File: config.mk
export PLATFORM = sky130hd
export DESIGN_NAME = rbdc_top
export DESIGN_NICKNAME = d
export VERILOG_FILES = /design/src/include/rbdc_pkg.sv /design/src/rtl/rbdc_gap_timer.sv /design/src/rtl/rbdc_top.sv
export VERILOG_INCLUDE_DIRS = /design/src /design/src/include
export SDC_FILE = /design/constraint.sdc
export NUM_CORES = 1
export LEC_CHECK = 0
export BUFFER_PORTS_ARGS = -buffer_cell sky130_fd_sc_hd__buf_2
export CAP_MARGIN = 0
export CORE_AREA = 2 2 201 203
export DETAILED_ROUTE_END_ITERATION = 8
export DIE_AREA = 0 0 203 205
export GPL_TIMING_DRIVEN = 0
export HOLD_SLACK_MARGIN = 0.02
export PLACE_DENSITY = 0.38
export SLEW_MARGIN = 20
export SYNTH_ARGS = -nofsm -noshare
export SYNTH_HDL_FRONTEND = slang
export SYNTH_SLANG_ARGS = --single-unit
File: constraint.sdc
create_clock -name clk -period 7.2 [get_ports clk]
set_clock_uncertainty 0.2 [all_clocks]
set_input_delay 1.44 -clock clk [delete_from_list [all_inputs] [get_ports clk]]
set_output_delay 1.44 -clock clk [all_outputs]
set_load 0.05 [all_outputs]
File: src/include/rbdc_defines.svh
// rx burst dma coalescer: offsets, field positions, reset values, timing counts
// assumes a 10 MHz device clock and 16-bit register data
`ifndef RBDC_DEFINES_SVH
`define RBDC_DEFINES_SVH

// ==========================================================
// register offsets
`define RBDC_OFF_RX_CONFIG 16'h0102
`define RBDC_OFF_RX_CONTROL 16'h0104
`define RBDC_OFF_BUF_CONFIG 16'h010A
`define RBDC_OFF_BUF_EVENT 16'h012C
`define RBDC_OFF_DMA_START 16'h0026
`define RBDC_OFF_DMA_FCOUNT 16'h0028
`define RBDC_OFF_DMA_BCOUNT 16'h002A

// ==========================================================
// field positions
`define RBDC_CFG_COALESCE_EN 7
`define RBDC_CFG_GOOD_IRQ_EN 8
`define RBDC_CFG_DMA_ONLY 9
`define RBDC_CFG_AUTO_SWITCH 10
`define RBDC_CTL_ACCEPT_GOOD 8
`define RBDC_BUF_DMA_IRQ_EN 7
`define RBDC_BUF_EARLY128_EN 11
`define RBDC_BUF_DEST_SEEN_EN 15
`define RBDC_EVT_DMA_FRAME 7

// ==========================================================
// reset values
`define RBDC_RST_RX_CONFIG 16'h0000
`define RBDC_RST_RX_CONTROL 16'h0000
`define RBDC_RST_BUF_CONFIG 16'h0000

// ==========================================================
// timing
`define RBDC_CLK_HZ 10000000
`define RBDC_GAP_MIN_NS 9600
`define RBDC_GAP_B2B_MAX_NS 52000
`define RBDC_GAP_CONT_MAX_MS 52
`define RBDC_GAP_MIN_CYC ((`RBDC_GAP_MIN_NS * (`RBDC_CLK_HZ / 1000000) + 999) / 1000)
`define RBDC_GAP_B2B_MAX_CYC ((`RBDC_GAP_B2B_MAX_NS * (`RBDC_CLK_HZ / 1000000)) / 1000)
`define RBDC_GAP_CONT_MAX_CYC (`RBDC_GAP_CONT_MAX_MS * (`RBDC_CLK_HZ / 1000))
`define RBDC_BURST_FRAMES 8

`endif

File: src/include/rbdc_pkg.sv
// rx burst dma coalescer: shared types
// assumes nothing beyond a SystemVerilog compiler
`default_nettype none

package rbdc_pkg;
   // ==========================================================
   // burst state, one-hot
   typedef enum logic [2:0] {
      RBDC_IDLE  = 3'b001,
      RBDC_ARMED = 3'b010,
      RBDC_BURST = 3'b100
   } rbdc_state_t;

   typedef logic [19:0] rbdc_gap_t;
   typedef logic [3:0] rbdc_cycle_cnt_t;
endpackage : rbdc_pkg

`default_nettype wire

File: src/rtl/rbdc_gap_timer.sv
// rx burst dma coalescer: inter-frame gap counter
// assumes frame end and frame start strobes are one-cycle pulses on clk
`default_nettype none

module rbdc_gap_timer (
   input wire logic clk, // device clock
   input wire logic rst_n, // sync reset, active low
   input wire logic frameEnd, // end of a received frame
   output logic [19:0] gapCount // cycles since last frame end
);
   // ==========================================================
   // saturating count, starts saturated so no gap looks short
   always_ff @(posedge clk) begin
      if (!rst_n) begin
         gapCount <= 20'hFFFFF;
      end else if (frameEnd) begin
         gapCount <= 20'h00000;
      end else if (gapCount != 20'hFFFFF) begin
         gapCount <= gapCount + 20'h00001;
      end
   end
endmodule : rbdc_gap_timer

`default_nettype wire

File: src/rtl/rbdc_top.sv
// rx burst dma coalescer: burst grouping, dma mode select, dma registers
// assumes one-cycle frame and dma strobes, 16-bit register port on clk
`include "rbdc_defines.svh"
`default_nettype none

module rbdc_top #(
   parameter int unsigned CONT_MAX_CYC = `RBDC_GAP_CONT_MAX_CYC // 52 ms gap in cycles
) (
   input wire logic clk, // device clock 10 MHz
   input wire logic rst_n, // sync reset, active low
   input wire logic [15:0] regAddr, // register offset
   input wire logic regWrite, // register write strobe
   input wire logic regRead, // register read strobe
   input wire logic [15:0] regWdata, // write data
   output logic [15:0] regRdata, // read data, one cycle after strobe
   input wire logic frameStart, // receive frame start pulse
   input wire logic frameEnd, // receive frame end pulse
   input wire logic frameGood, // legal length and crc ok, with end
   input wire logic frameDaPass, // destination filter passed, with end
   input wire logic dmaFrameDone, // one frame moved to host memory
   input wire logic [15:0] dmaFrameAddr, // host offset of that frame
   input wire logic [15:0] dmaFrameBytes, // bytes of that frame
   input wire logic dmaBusy, // dma frame transfer in progress
   input wire logic autoSwitchNeed, // buffer short, auto switch wanted
   input wire logic eventsPending, // event queue not yet serviced
   output logic dmaActive, // slave receive dma mode
   output logic burstActive, // burst cycles running
   output logic goodFrameIrq, // good frame event pulse
   output logic dmaFrameIrq // dma frame event pulse
);
   // ==========================================================
   // configuration registers
   logic [15:0] rxConfig_reg;
   logic [15:0] rxControl_reg;
   logic [15:0] bufConfig_reg;
   logic [15:0] dmaStart_reg;
   logic [15:0] dmaFrameCount_reg;
   logic [15:0] dmaByteCount_reg;
   logic dmaFrameFlag_reg;
   logic [15:0] committed_reg;
   logic readPhase_reg;
   logic readZero_reg;
   rbdc_pkg::rbdc_state_t state_reg;
   rbdc_pkg::rbdc_cycle_cnt_t cycleFrames_reg;
   logic [15:0] cycleBytes_reg;
   logic [15:0] cycleStart_reg;
   rbdc_pkg::rbdc_gap_t gapLatched_reg;
   rbdc_pkg::rbdc_gap_t gapCount;

   logic dmaOnly;
   logic autoSwitch;
   logic anyDma;
   logic coalesceOn;
   logic frameOk;
   logic backToBack;
   logic contOk;
   logic armedTimeout;
   logic burstTimeout;
   logic heldRelease;
   logic burstEnter;
   logic burstExit;
   logic cycleClose;
   logic inBurst;
   logic fcountRead;
   logic [15:0] addFrames;
   logic [15:0] subFrames;
   logic [15:0] dmaFrameCount_next;
   rbdc_pkg::rbdc_cycle_cnt_t cycleInclusive;
   logic [15:0] cycleBytesInclusive;
   logic [15:0] cycleStartInclusive;

   assign dmaOnly = rxConfig_reg[`RBDC_CFG_DMA_ONLY];
   assign autoSwitch = rxConfig_reg[`RBDC_CFG_AUTO_SWITCH];
   assign anyDma = dmaOnly | autoSwitch;
   assign coalesceOn = rxConfig_reg[`RBDC_CFG_COALESCE_EN] & anyDma;
   assign inBurst = (state_reg == rbdc_pkg::RBDC_BURST);
   assign burstActive = inBurst;

   // ==========================================================
   // gap measurement
   // own clock gap count
   rbdc_gap_timer u_gap (
      .clk(clk),
      .rst_n(rst_n),
      .frameEnd(frameEnd),
      .gapCount(gapCount)
   );

   // latch the gap seen at the start of each frame
   always_ff @(posedge clk) begin
      if (!rst_n) begin
         gapLatched_reg <= 20'hFFFFF;
      end else if (frameStart) begin
         gapLatched_reg <= gapCount;
      end
   end

   assign backToBack = (gapLatched_reg >= 20'(`RBDC_GAP_MIN_CYC))
      && (gapLatched_reg <= 20'(`RBDC_GAP_B2B_MAX_CYC));
   assign contOk = (gapLatched_reg < 20'(CONT_MAX_CYC));
   assign armedTimeout = (gapCount > 20'(`RBDC_GAP_B2B_MAX_CYC));
   assign burstTimeout = (gapCount >= 20'(CONT_MAX_CYC));
   assign frameOk = frameEnd & frameGood & frameDaPass & rxControl_reg[`RBDC_CTL_ACCEPT_GOOD];

   // ==========================================================
   // burst sequencing
   assign burstEnter = (state_reg == rbdc_pkg::RBDC_ARMED) & frameOk & backToBack & coalesceOn;
   assign heldRelease = (state_reg == rbdc_pkg::RBDC_ARMED) & !burstEnter
      & (frameEnd | armedTimeout | !coalesceOn);
   assign burstExit = inBurst & ((frameEnd & !(frameOk & contOk)) | burstTimeout | !coalesceOn);

   always_ff @(posedge clk) begin
      if (!rst_n) begin
         state_reg <= rbdc_pkg::RBDC_IDLE;
      end else begin
         case (state_reg)
            rbdc_pkg::RBDC_IDLE: begin
               if (coalesceOn && frameOk) begin
                  state_reg <= rbdc_pkg::RBDC_ARMED;
               end
            end
            rbdc_pkg::RBDC_ARMED: begin
               if (burstEnter) begin
                  state_reg <= rbdc_pkg::RBDC_BURST;
               end else if (heldRelease && !(frameOk && coalesceOn)) begin
                  state_reg <= rbdc_pkg::RBDC_IDLE;
               end
            end
            rbdc_pkg::RBDC_BURST: begin
               if (burstExit) begin
                  state_reg <= rbdc_pkg::RBDC_IDLE;
               end
            end
            default: begin
               state_reg <= rbdc_pkg::RBDC_IDLE;
            end
         endcase
      end
   end

   // ==========================================================
   // burst cycle accumulation
   // close cycle at eighth frame
   assign cycleClose = inBurst & ((dmaFrameDone
      & (cycleFrames_reg == 4'(`RBDC_BURST_FRAMES - 1))) | burstExit);
   assign cycleInclusive = cycleFrames_reg + {3'h0, dmaFrameDone};
   assign cycleBytesInclusive = dmaFrameDone ? cycleBytes_reg + dmaFrameBytes : cycleBytes_reg;
   assign cycleStartInclusive = (dmaFrameDone && cycleFrames_reg == 4'h0) ? dmaFrameAddr
      : cycleStart_reg;

   always_ff @(posedge clk) begin
      if (!rst_n || cycleClose || !inBurst) begin
         cycleFrames_reg <= 4'h0;
         cycleBytes_reg <= 16'h0000;
         cycleStart_reg <= 16'h0000;
      end else if (dmaFrameDone) begin
         cycleFrames_reg <= cycleInclusive;
         cycleBytes_reg <= cycleBytesInclusive;
         cycleStart_reg <= cycleStartInclusive;
      end
   end

   // ==========================================================
   // interrupt pulses
   // held irq only on release
   always_ff @(posedge clk) begin
      if (!rst_n) begin
         goodFrameIrq <= 1'b0;
         dmaFrameIrq <= 1'b0;
      end else begin
         goodFrameIrq <= rxConfig_reg[`RBDC_CFG_GOOD_IRQ_EN] & (heldRelease | burstExit
            | (frameOk & (state_reg == rbdc_pkg::RBDC_IDLE) & !coalesceOn & !dmaOnly));
         dmaFrameIrq <= bufConfig_reg[`RBDC_BUF_DMA_IRQ_EN] & anyDma
            & (cycleClose | (dmaFrameDone & !inBurst));
      end
   end

   // ==========================================================
   // dma result registers
   // commit then release on reads
   assign fcountRead = regRead & (regAddr == `RBDC_OFF_DMA_FCOUNT);
   assign subFrames = (fcountRead && readPhase_reg) ? committed_reg : 16'h0000;
   assign addFrames = inBurst ? (cycleClose ? {12'h000, cycleInclusive} : 16'h0000)
      : {15'h0000, dmaFrameDone};
   assign dmaFrameCount_next = dmaFrameCount_reg + addFrames - subFrames;

   always_ff @(posedge clk) begin
      if (!rst_n) begin
         dmaStart_reg <= 16'h0000;
         dmaByteCount_reg <= 16'h0000;
         dmaFrameCount_reg <= 16'h0000;
      end else begin
         dmaFrameCount_reg <= dmaFrameCount_next;
         if (inBurst && cycleClose && cycleInclusive != 4'h0) begin
            dmaStart_reg <= cycleStartInclusive;
            dmaByteCount_reg <= cycleBytesInclusive;
         end else if (!inBurst && dmaFrameDone) begin
            dmaStart_reg <= dmaFrameAddr;
            dmaByteCount_reg <= dmaFrameBytes;
         end
      end
   end

   // commit window and zero-read tracking
   always_ff @(posedge clk) begin
      if (!rst_n) begin
         committed_reg <= 16'h0000;
         readPhase_reg <= 1'b0;
         readZero_reg <= 1'b0;
      end else begin
         if (fcountRead) begin
            readPhase_reg <= !readPhase_reg;
            if (!readPhase_reg) begin
               committed_reg <= dmaFrameCount_reg;
            end
         end
         if (addFrames != 16'h0000) begin
            readZero_reg <= 1'b0;
         end else if (fcountRead && dmaFrameCount_reg == 16'h0000) begin
            readZero_reg <= 1'b1;
         end
      end
   end

   always_ff @(posedge clk) begin
      if (!rst_n) begin
         dmaFrameFlag_reg <= 1'b0;
      end else if (inBurst ? cycleClose
                  : (dmaFrameCount_reg == 16'h0000 && dmaFrameCount_next != 16'h0000)) begin
         dmaFrameFlag_reg <= 1'b1;
      end else if (dmaFrameCount_next == 16'h0000) begin
         dmaFrameFlag_reg <= 1'b0;
      end
   end

   // ==========================================================
   // dma mode select
   // no mode, no dma
   always_ff @(posedge clk) begin
      if (!rst_n || !anyDma) begin
         dmaActive <= 1'b0;
      end else if (dmaOnly || burstEnter || inBurst || autoSwitchNeed) begin
         dmaActive <= 1'b1;
      end else if (!eventsPending && readZero_reg && !dmaBusy) begin
         dmaActive <= 1'b0;
      end
   end

   // ==========================================================
   // register port
   always_ff @(posedge clk) begin
      if (!rst_n) begin
         rxConfig_reg <= `RBDC_RST_RX_CONFIG;
         rxControl_reg <= `RBDC_RST_RX_CONTROL;
         bufConfig_reg <= `RBDC_RST_BUF_CONFIG;
      end else if (regWrite) begin
         case (regAddr)
            `RBDC_OFF_RX_CONFIG: rxConfig_reg <= regWdata;
            `RBDC_OFF_RX_CONTROL: rxControl_reg <= regWdata;
            `RBDC_OFF_BUF_CONFIG: bufConfig_reg <= regWdata;
            default: begin
            end
         endcase
      end
   end

   // read data, unmapped offsets read zero
   always_ff @(posedge clk) begin
      if (!rst_n) begin
         regRdata <= 16'h0000;
      end else if (regRead) begin
         case (regAddr)
            `RBDC_OFF_RX_CONFIG: regRdata <= rxConfig_reg;
            `RBDC_OFF_RX_CONTROL: regRdata <= rxControl_reg;
            `RBDC_OFF_BUF_CONFIG: regRdata <= bufConfig_reg;
            `RBDC_OFF_BUF_EVENT: regRdata <= {8'h00, dmaFrameFlag_reg, 7'h00};
            `RBDC_OFF_DMA_START: regRdata <= dmaStart_reg;
            `RBDC_OFF_DMA_FCOUNT: regRdata <= dmaFrameCount_reg;
            `RBDC_OFF_DMA_BCOUNT: regRdata <= dmaByteCount_reg;
            default: regRdata <= 16'h0000;
         endcase
      end
   end
   // software duty, bits only stored here
endmodule : rbdc_top

`default_nettype wire

# Word level (Yosys, flattened, before mapping)
# Cells that the tools add are included.
# Widths: inputs -> output; s select.
# word_totals
wordCells,145
out_inout_bits,20
inputBits,76
register_bits,213
# classes
n_bitwise,33
n_reduce_logical,45
n_lt_le_gt_ge,5
n_addsub,5
muxes,22
eq_ne,15
# ops
operator,count
$mux 16,7
$pmux 16 s7,1
$eq 16x9->1 const B,4
$eq 16x6->1 const B,3
$mux 20,2
$logic_not 16->1,2
$reduce_bool 16->1,2
$and 1x1->1,22
$add 20x1->20 const B,1
$ge 20x19->1 const B,1
$ge 20x7->1 const B,1
$gt 20x10->1 const B,1
$le 20x10->1 const B,1
$lt 20x19->1 const B,1
$ne 20x20->1 const B,1
$add 16x16->16,1
$add 16x4->16,1
$sub 16x16->16,1
$logic_and 1x1->1,12
$mux 3,4
$logic_not 1->1,11
$or 1x1->1,9
$pmux 3 s3,1
$mux 4,2
other kinds (16),33

# Logic depth before layout (Yosys ltp)
# depth
word_depth,19
mapped_depth,18

# Cells and area by module
# A second synthesis with hierarchy kept.
# hier_totals
cells_unflattened,1321
hier_area_um2,10920.5
# by_module_without_submodules
module,seq_area_each_um2,n_inst,cells_each,area_per_inst_um2
rbdc_top,3863.7,1,1187,9786.9
rbdc_gap_timer,400.4,1,134,1133.6

# Worst setup path before layout
# OpenSTA, ideal clock, no wires.
# synth_path
kind,input -> register
startpoint,input regAddr[13]
endpoint,register dmaFrameFlag_reg
t_required_ps,6868
setup_ps,132
setup_slack_ps,1382
t_arrival_ps,5486
path_stages,17
path_buffers,2
cell_sequence,nor4_2 > nand4_1 > nor4_4 > and3_1 > buf_2 > clkbuf_1 > nand2_1 > ha_1 > ha_1 > nand3_1 > or3_1 > a311o_1 > nor3b_1 > xnor2_1 > or4_1 > nor4_2 > a311oi_1
# synth_via
elab_chain_len,9
elab_cells_between_ends,11
classes_between,add/sub (1); eq/ne (1); mux (3); bitwise (1); reduce/logical (5)
# synth_lines
element,line,rtl
start: declaration,rbdc_top.sv:11,"input wire logic [15:0] regAddr,"
$eq 16x6->1 (*),n/a,
$and 1x1->1 (*),rbdc_top.sv:181,assign fcountRead = regRead & (regAddr == `RBDC_OFF_DMA_FCOUNT);
$logic_and 1x1->1 (*),rbdc_top.sv:182,assign subFrames = (fcountRead && readPhase_reg) ? committed_reg : 16'h0000;
$mux 16 (*),rbdc_top.sv:182,
$sub 16x16->16 (*),rbdc_top.sv:185,assign dmaFrameCount_next = dmaFrameCount_reg + addFrames - subFrames;
$reduce_bool 16->1,rbdc_top.sv:229,: (dmaFrameCount_reg == 16'h0000 && dmaFrameCount_next != 16'h0000)) begin
$logic_and 1x1->1,rbdc_top.sv:229,
$mux 1,rbdc_top.sv:228,end else if (inBurst ? cycleClose
$mux 1 / $reduce_bool 2->1 (equally long branches),n/a,
end signal: assignment,rbdc_top.sv:227,dmaFrameFlag_reg <= 1'b0;
end signal: assignment,rbdc_top.sv:230,dmaFrameFlag_reg <= 1'b1;
end signal: assignment,rbdc_top.sv:232,dmaFrameFlag_reg <= 1'b0;
end: declaration,rbdc_top.sv:39,logic dmaFrameFlag_reg;
# Mark *: on every way between the ends. The rest lies on a longest branch, timed or not.
# A chain may end at the register's enable or synchronous reset.

# Worst setup path after layout
# layout_path
startpoint,input regAddr[4]
endpoint,register dmaFrameFlag_reg
# The elaborated chain is that of the path after synthesis.

==> results.cfg <==
[outcome]
status = complete, no violations

[worst_setup_path]
end_kind = register
required_ps = 7410
worst_ep_arrival_time_ps = 6760
slowest_delay_ps = 600
critPathMaxFanout = 10
start_kind = input port
path_class = in2reg
slowest_stage = nor4_4
crit_chain = buf_2 > nor4_2 > nand4_1 > nor4_4 > and3_1 > buf_2 > clkbuf_1 > nand2_1 > ha_1 > ha_1 > nand3_1 > or3_1 > a311o_1 > nor3b_1 > xnor2_1 > or4_1 > nor4_2 > a311oi_1

[power]
leakage_nw = 4.78
intPower_mw = 2.32
swShare = 0.313
power_frac_comb = 0.228
p_switching_mw = 1.06
vdd_drop_max_uv = 144
powerDensity_nw_per_um2 = 271
pwr-share-seq = 0.392
report.power.total_mw = 3.38
clkPwrFrac = 0.380

[logic_synthesis]
synth_top_area_cell = dfxtp_1
yosysSeqAreaShare = 0.407
synth_nets = 1411
yosysWarnings = 0
syn-instance-count = 1284
synth_cell_types = 68
ys_ff_latch = 213
synth_top_area_share = 0.407
ys_top_cells_by_area = dfxtp_1 (41%), nand2_1 (8.6%), a21oi_1 (6.1%)
synth.most_common_cell = nand2_1
synthArstFlopShare = 0
synthFlopType = dfxtp_1
synthTopCellsByCount = nand2_1 (241), dfxtp_1 (213), a21oi_1 (127)
synth_area_um2 = 10500
synth_edf_count = 0
avgSynthCellArea_um2 = 8.17

[sta]
slew_headroom = 0.385
setup_violations = 0
tns_ps = 0
fin_crit_ps = 6560
finalHoldViolations = 0
whs_ps = 249
worst_pin_slew_ps = 915
post-route-period-util = 0.911
drv_slew = 0
max_freq_mhz = 153
rsz0062_at_grt = false

[layout]
finish.utilization = 0.316
fillCellCount = 4197
syn_to_final_growth_pct = 18.8
layout-drive-gt1-share = 0.118
antennaDiodeCount = 0
nNetsFinal = 1535
instances_no_fill = 1950

[detailed_routing]
ant_nets = 0
vias = 9657
top_layer = met4
drt_pass1_iterations = 5
drc = 0
wl_per_cell_um = 18.9
drtIter0Drc = 529
wl_met1_um = 18100
dr_wl_met2_um = 16600
routed_wl_um = 36800
wl_met3_um = 1500
via_per_inst = 4.95

[die]
core_area_um2 = 39400
start_util = 0.266
die_y_um = 205
die-area_um2 = 41600
ios = 96
rows = 73
die_x_um = 203

[placed_design]
gp_congestion = 0.826
port_buffers = 93
dp_cells = 1904
hpwl_um = 28300

[clock_network]
cts_max_level = 1
clk_pin_slew_ps = 60
holdBufCountCts = 0
cts-buffers-inserted = 27
cts_buffer_depth = 3
cts-root-buf = clkbuf_16
cts_resized = 0
cts.sinks = 213
tritoncts = yes
clk_latency_ps = 540
post_cts_buffers = 0

[grt]
grtUsageTotal = 0.174
grt_pass1_wl_um = 55700
antenna_found_initial = 0
gr-total-overflow = 0
grt_max_degree = 13
first_global_vias = 9201

[flow_run]
drv_cap = 0

[worst_hold_path]
min_path_type = reg2reg
## logic make-up after synthesis
family                     after synthesis  synth area share
and+or+nand+nor                        534             0.235
AOI/OAI and AO/OA                      309             0.190
DFF                                    213             0.407
buffers and inverters                  103            0.0391
adders and majority gates               51            0.0644
xor gates and xnor gates                44            0.0367
muxes                                   30            0.0286
## critical path: cells and delay by family
family                   cells  cell delay, ps
AND/OR/NAND/NOR             10            3270
buffers and inverters        3             680
adder cells (fa/ha/maj)      2             660
AO/OA/AOI/OAI                2             540
XOR/XNOR                     1             150
## worst paths after layout
path                      start          endpoint  slack [ps]  depth (start not counted)
min reg2reg    committed_reg[1]  committed_reg[1]         250                          2
max reg2reg  u_gap.gapCount[14]  dmaFrameFlag_reg        1760                         16
min            committed_reg[1]  committed_reg[1]         250                          2
max                  regAddr[4]  dmaFrameFlag_reg         640                         18
## cells in the final DEF (no fill, tap or decap), types with 15 or more instances in the layout
cell	n
a222oi_1	17
nor2b_1	23
a21oi_1	127
clkbuf_16	27
dfxtp_1	213
and2_1	16
clkbuf_1	64
a22oi_1	46
nand3_1	57
o21ai_1	22
nand4_1	17
o21ai_0	19
nor2_1	105
mux2i_1	30
xor2_1	22
a211oi_1	15
inv_1	30
buf_2	106
ha_1	46
xnor2_1	22
nand2_1	241
## metrics by stage
stage               worst slack, ps  cell area, µm²
finish                          643           12500
floorplan                      1380           10500
global route                    347           12500
detailed placement              107           11600
global placement               67.7           11600
CTS                             632           12500
## layer usage
layer  track usage  up-vias
met5             0        -
li1              -     4814
met1         0.243     4610
met3        0.0250       40
met2         0.287      193
met4        0.0347        0
## power groups by stage
stage	clock [mW]	combinational (mW)	sequential, mW
after floorplan	0	0.590	1.31
after global placement	0	0.778	1.35
after detailed placement	0	0.774	1.36
after CTS	1.32	0.780	1.33
after global routing	1.36	0.877	1.33
final	1.28	0.772	1.33
## final cells by class
| cell class | instances | area (µm²) | share of cell area |
|---|---|---|---|
| Multi-Input combinational cell | 968 | 5830 | 0.468 |
| Sequential cell | 213 | 4260 | 0.342 |
| Clock buffer | 41 | 788 | 0.0633 |
| Tap cell | 525 | 657 | 0.0527 |
| Timing Repair Buffer | 95 | 475 | 0.0382 |
| Buffer | 70 | 287 | 0.0230 |
| Inverter | 33 | 124 | 0.00994 |
| Clock inverter | 5 | 30.0 | 0.00241 |
No activity file was read; power rests on OpenSTA's default activity.
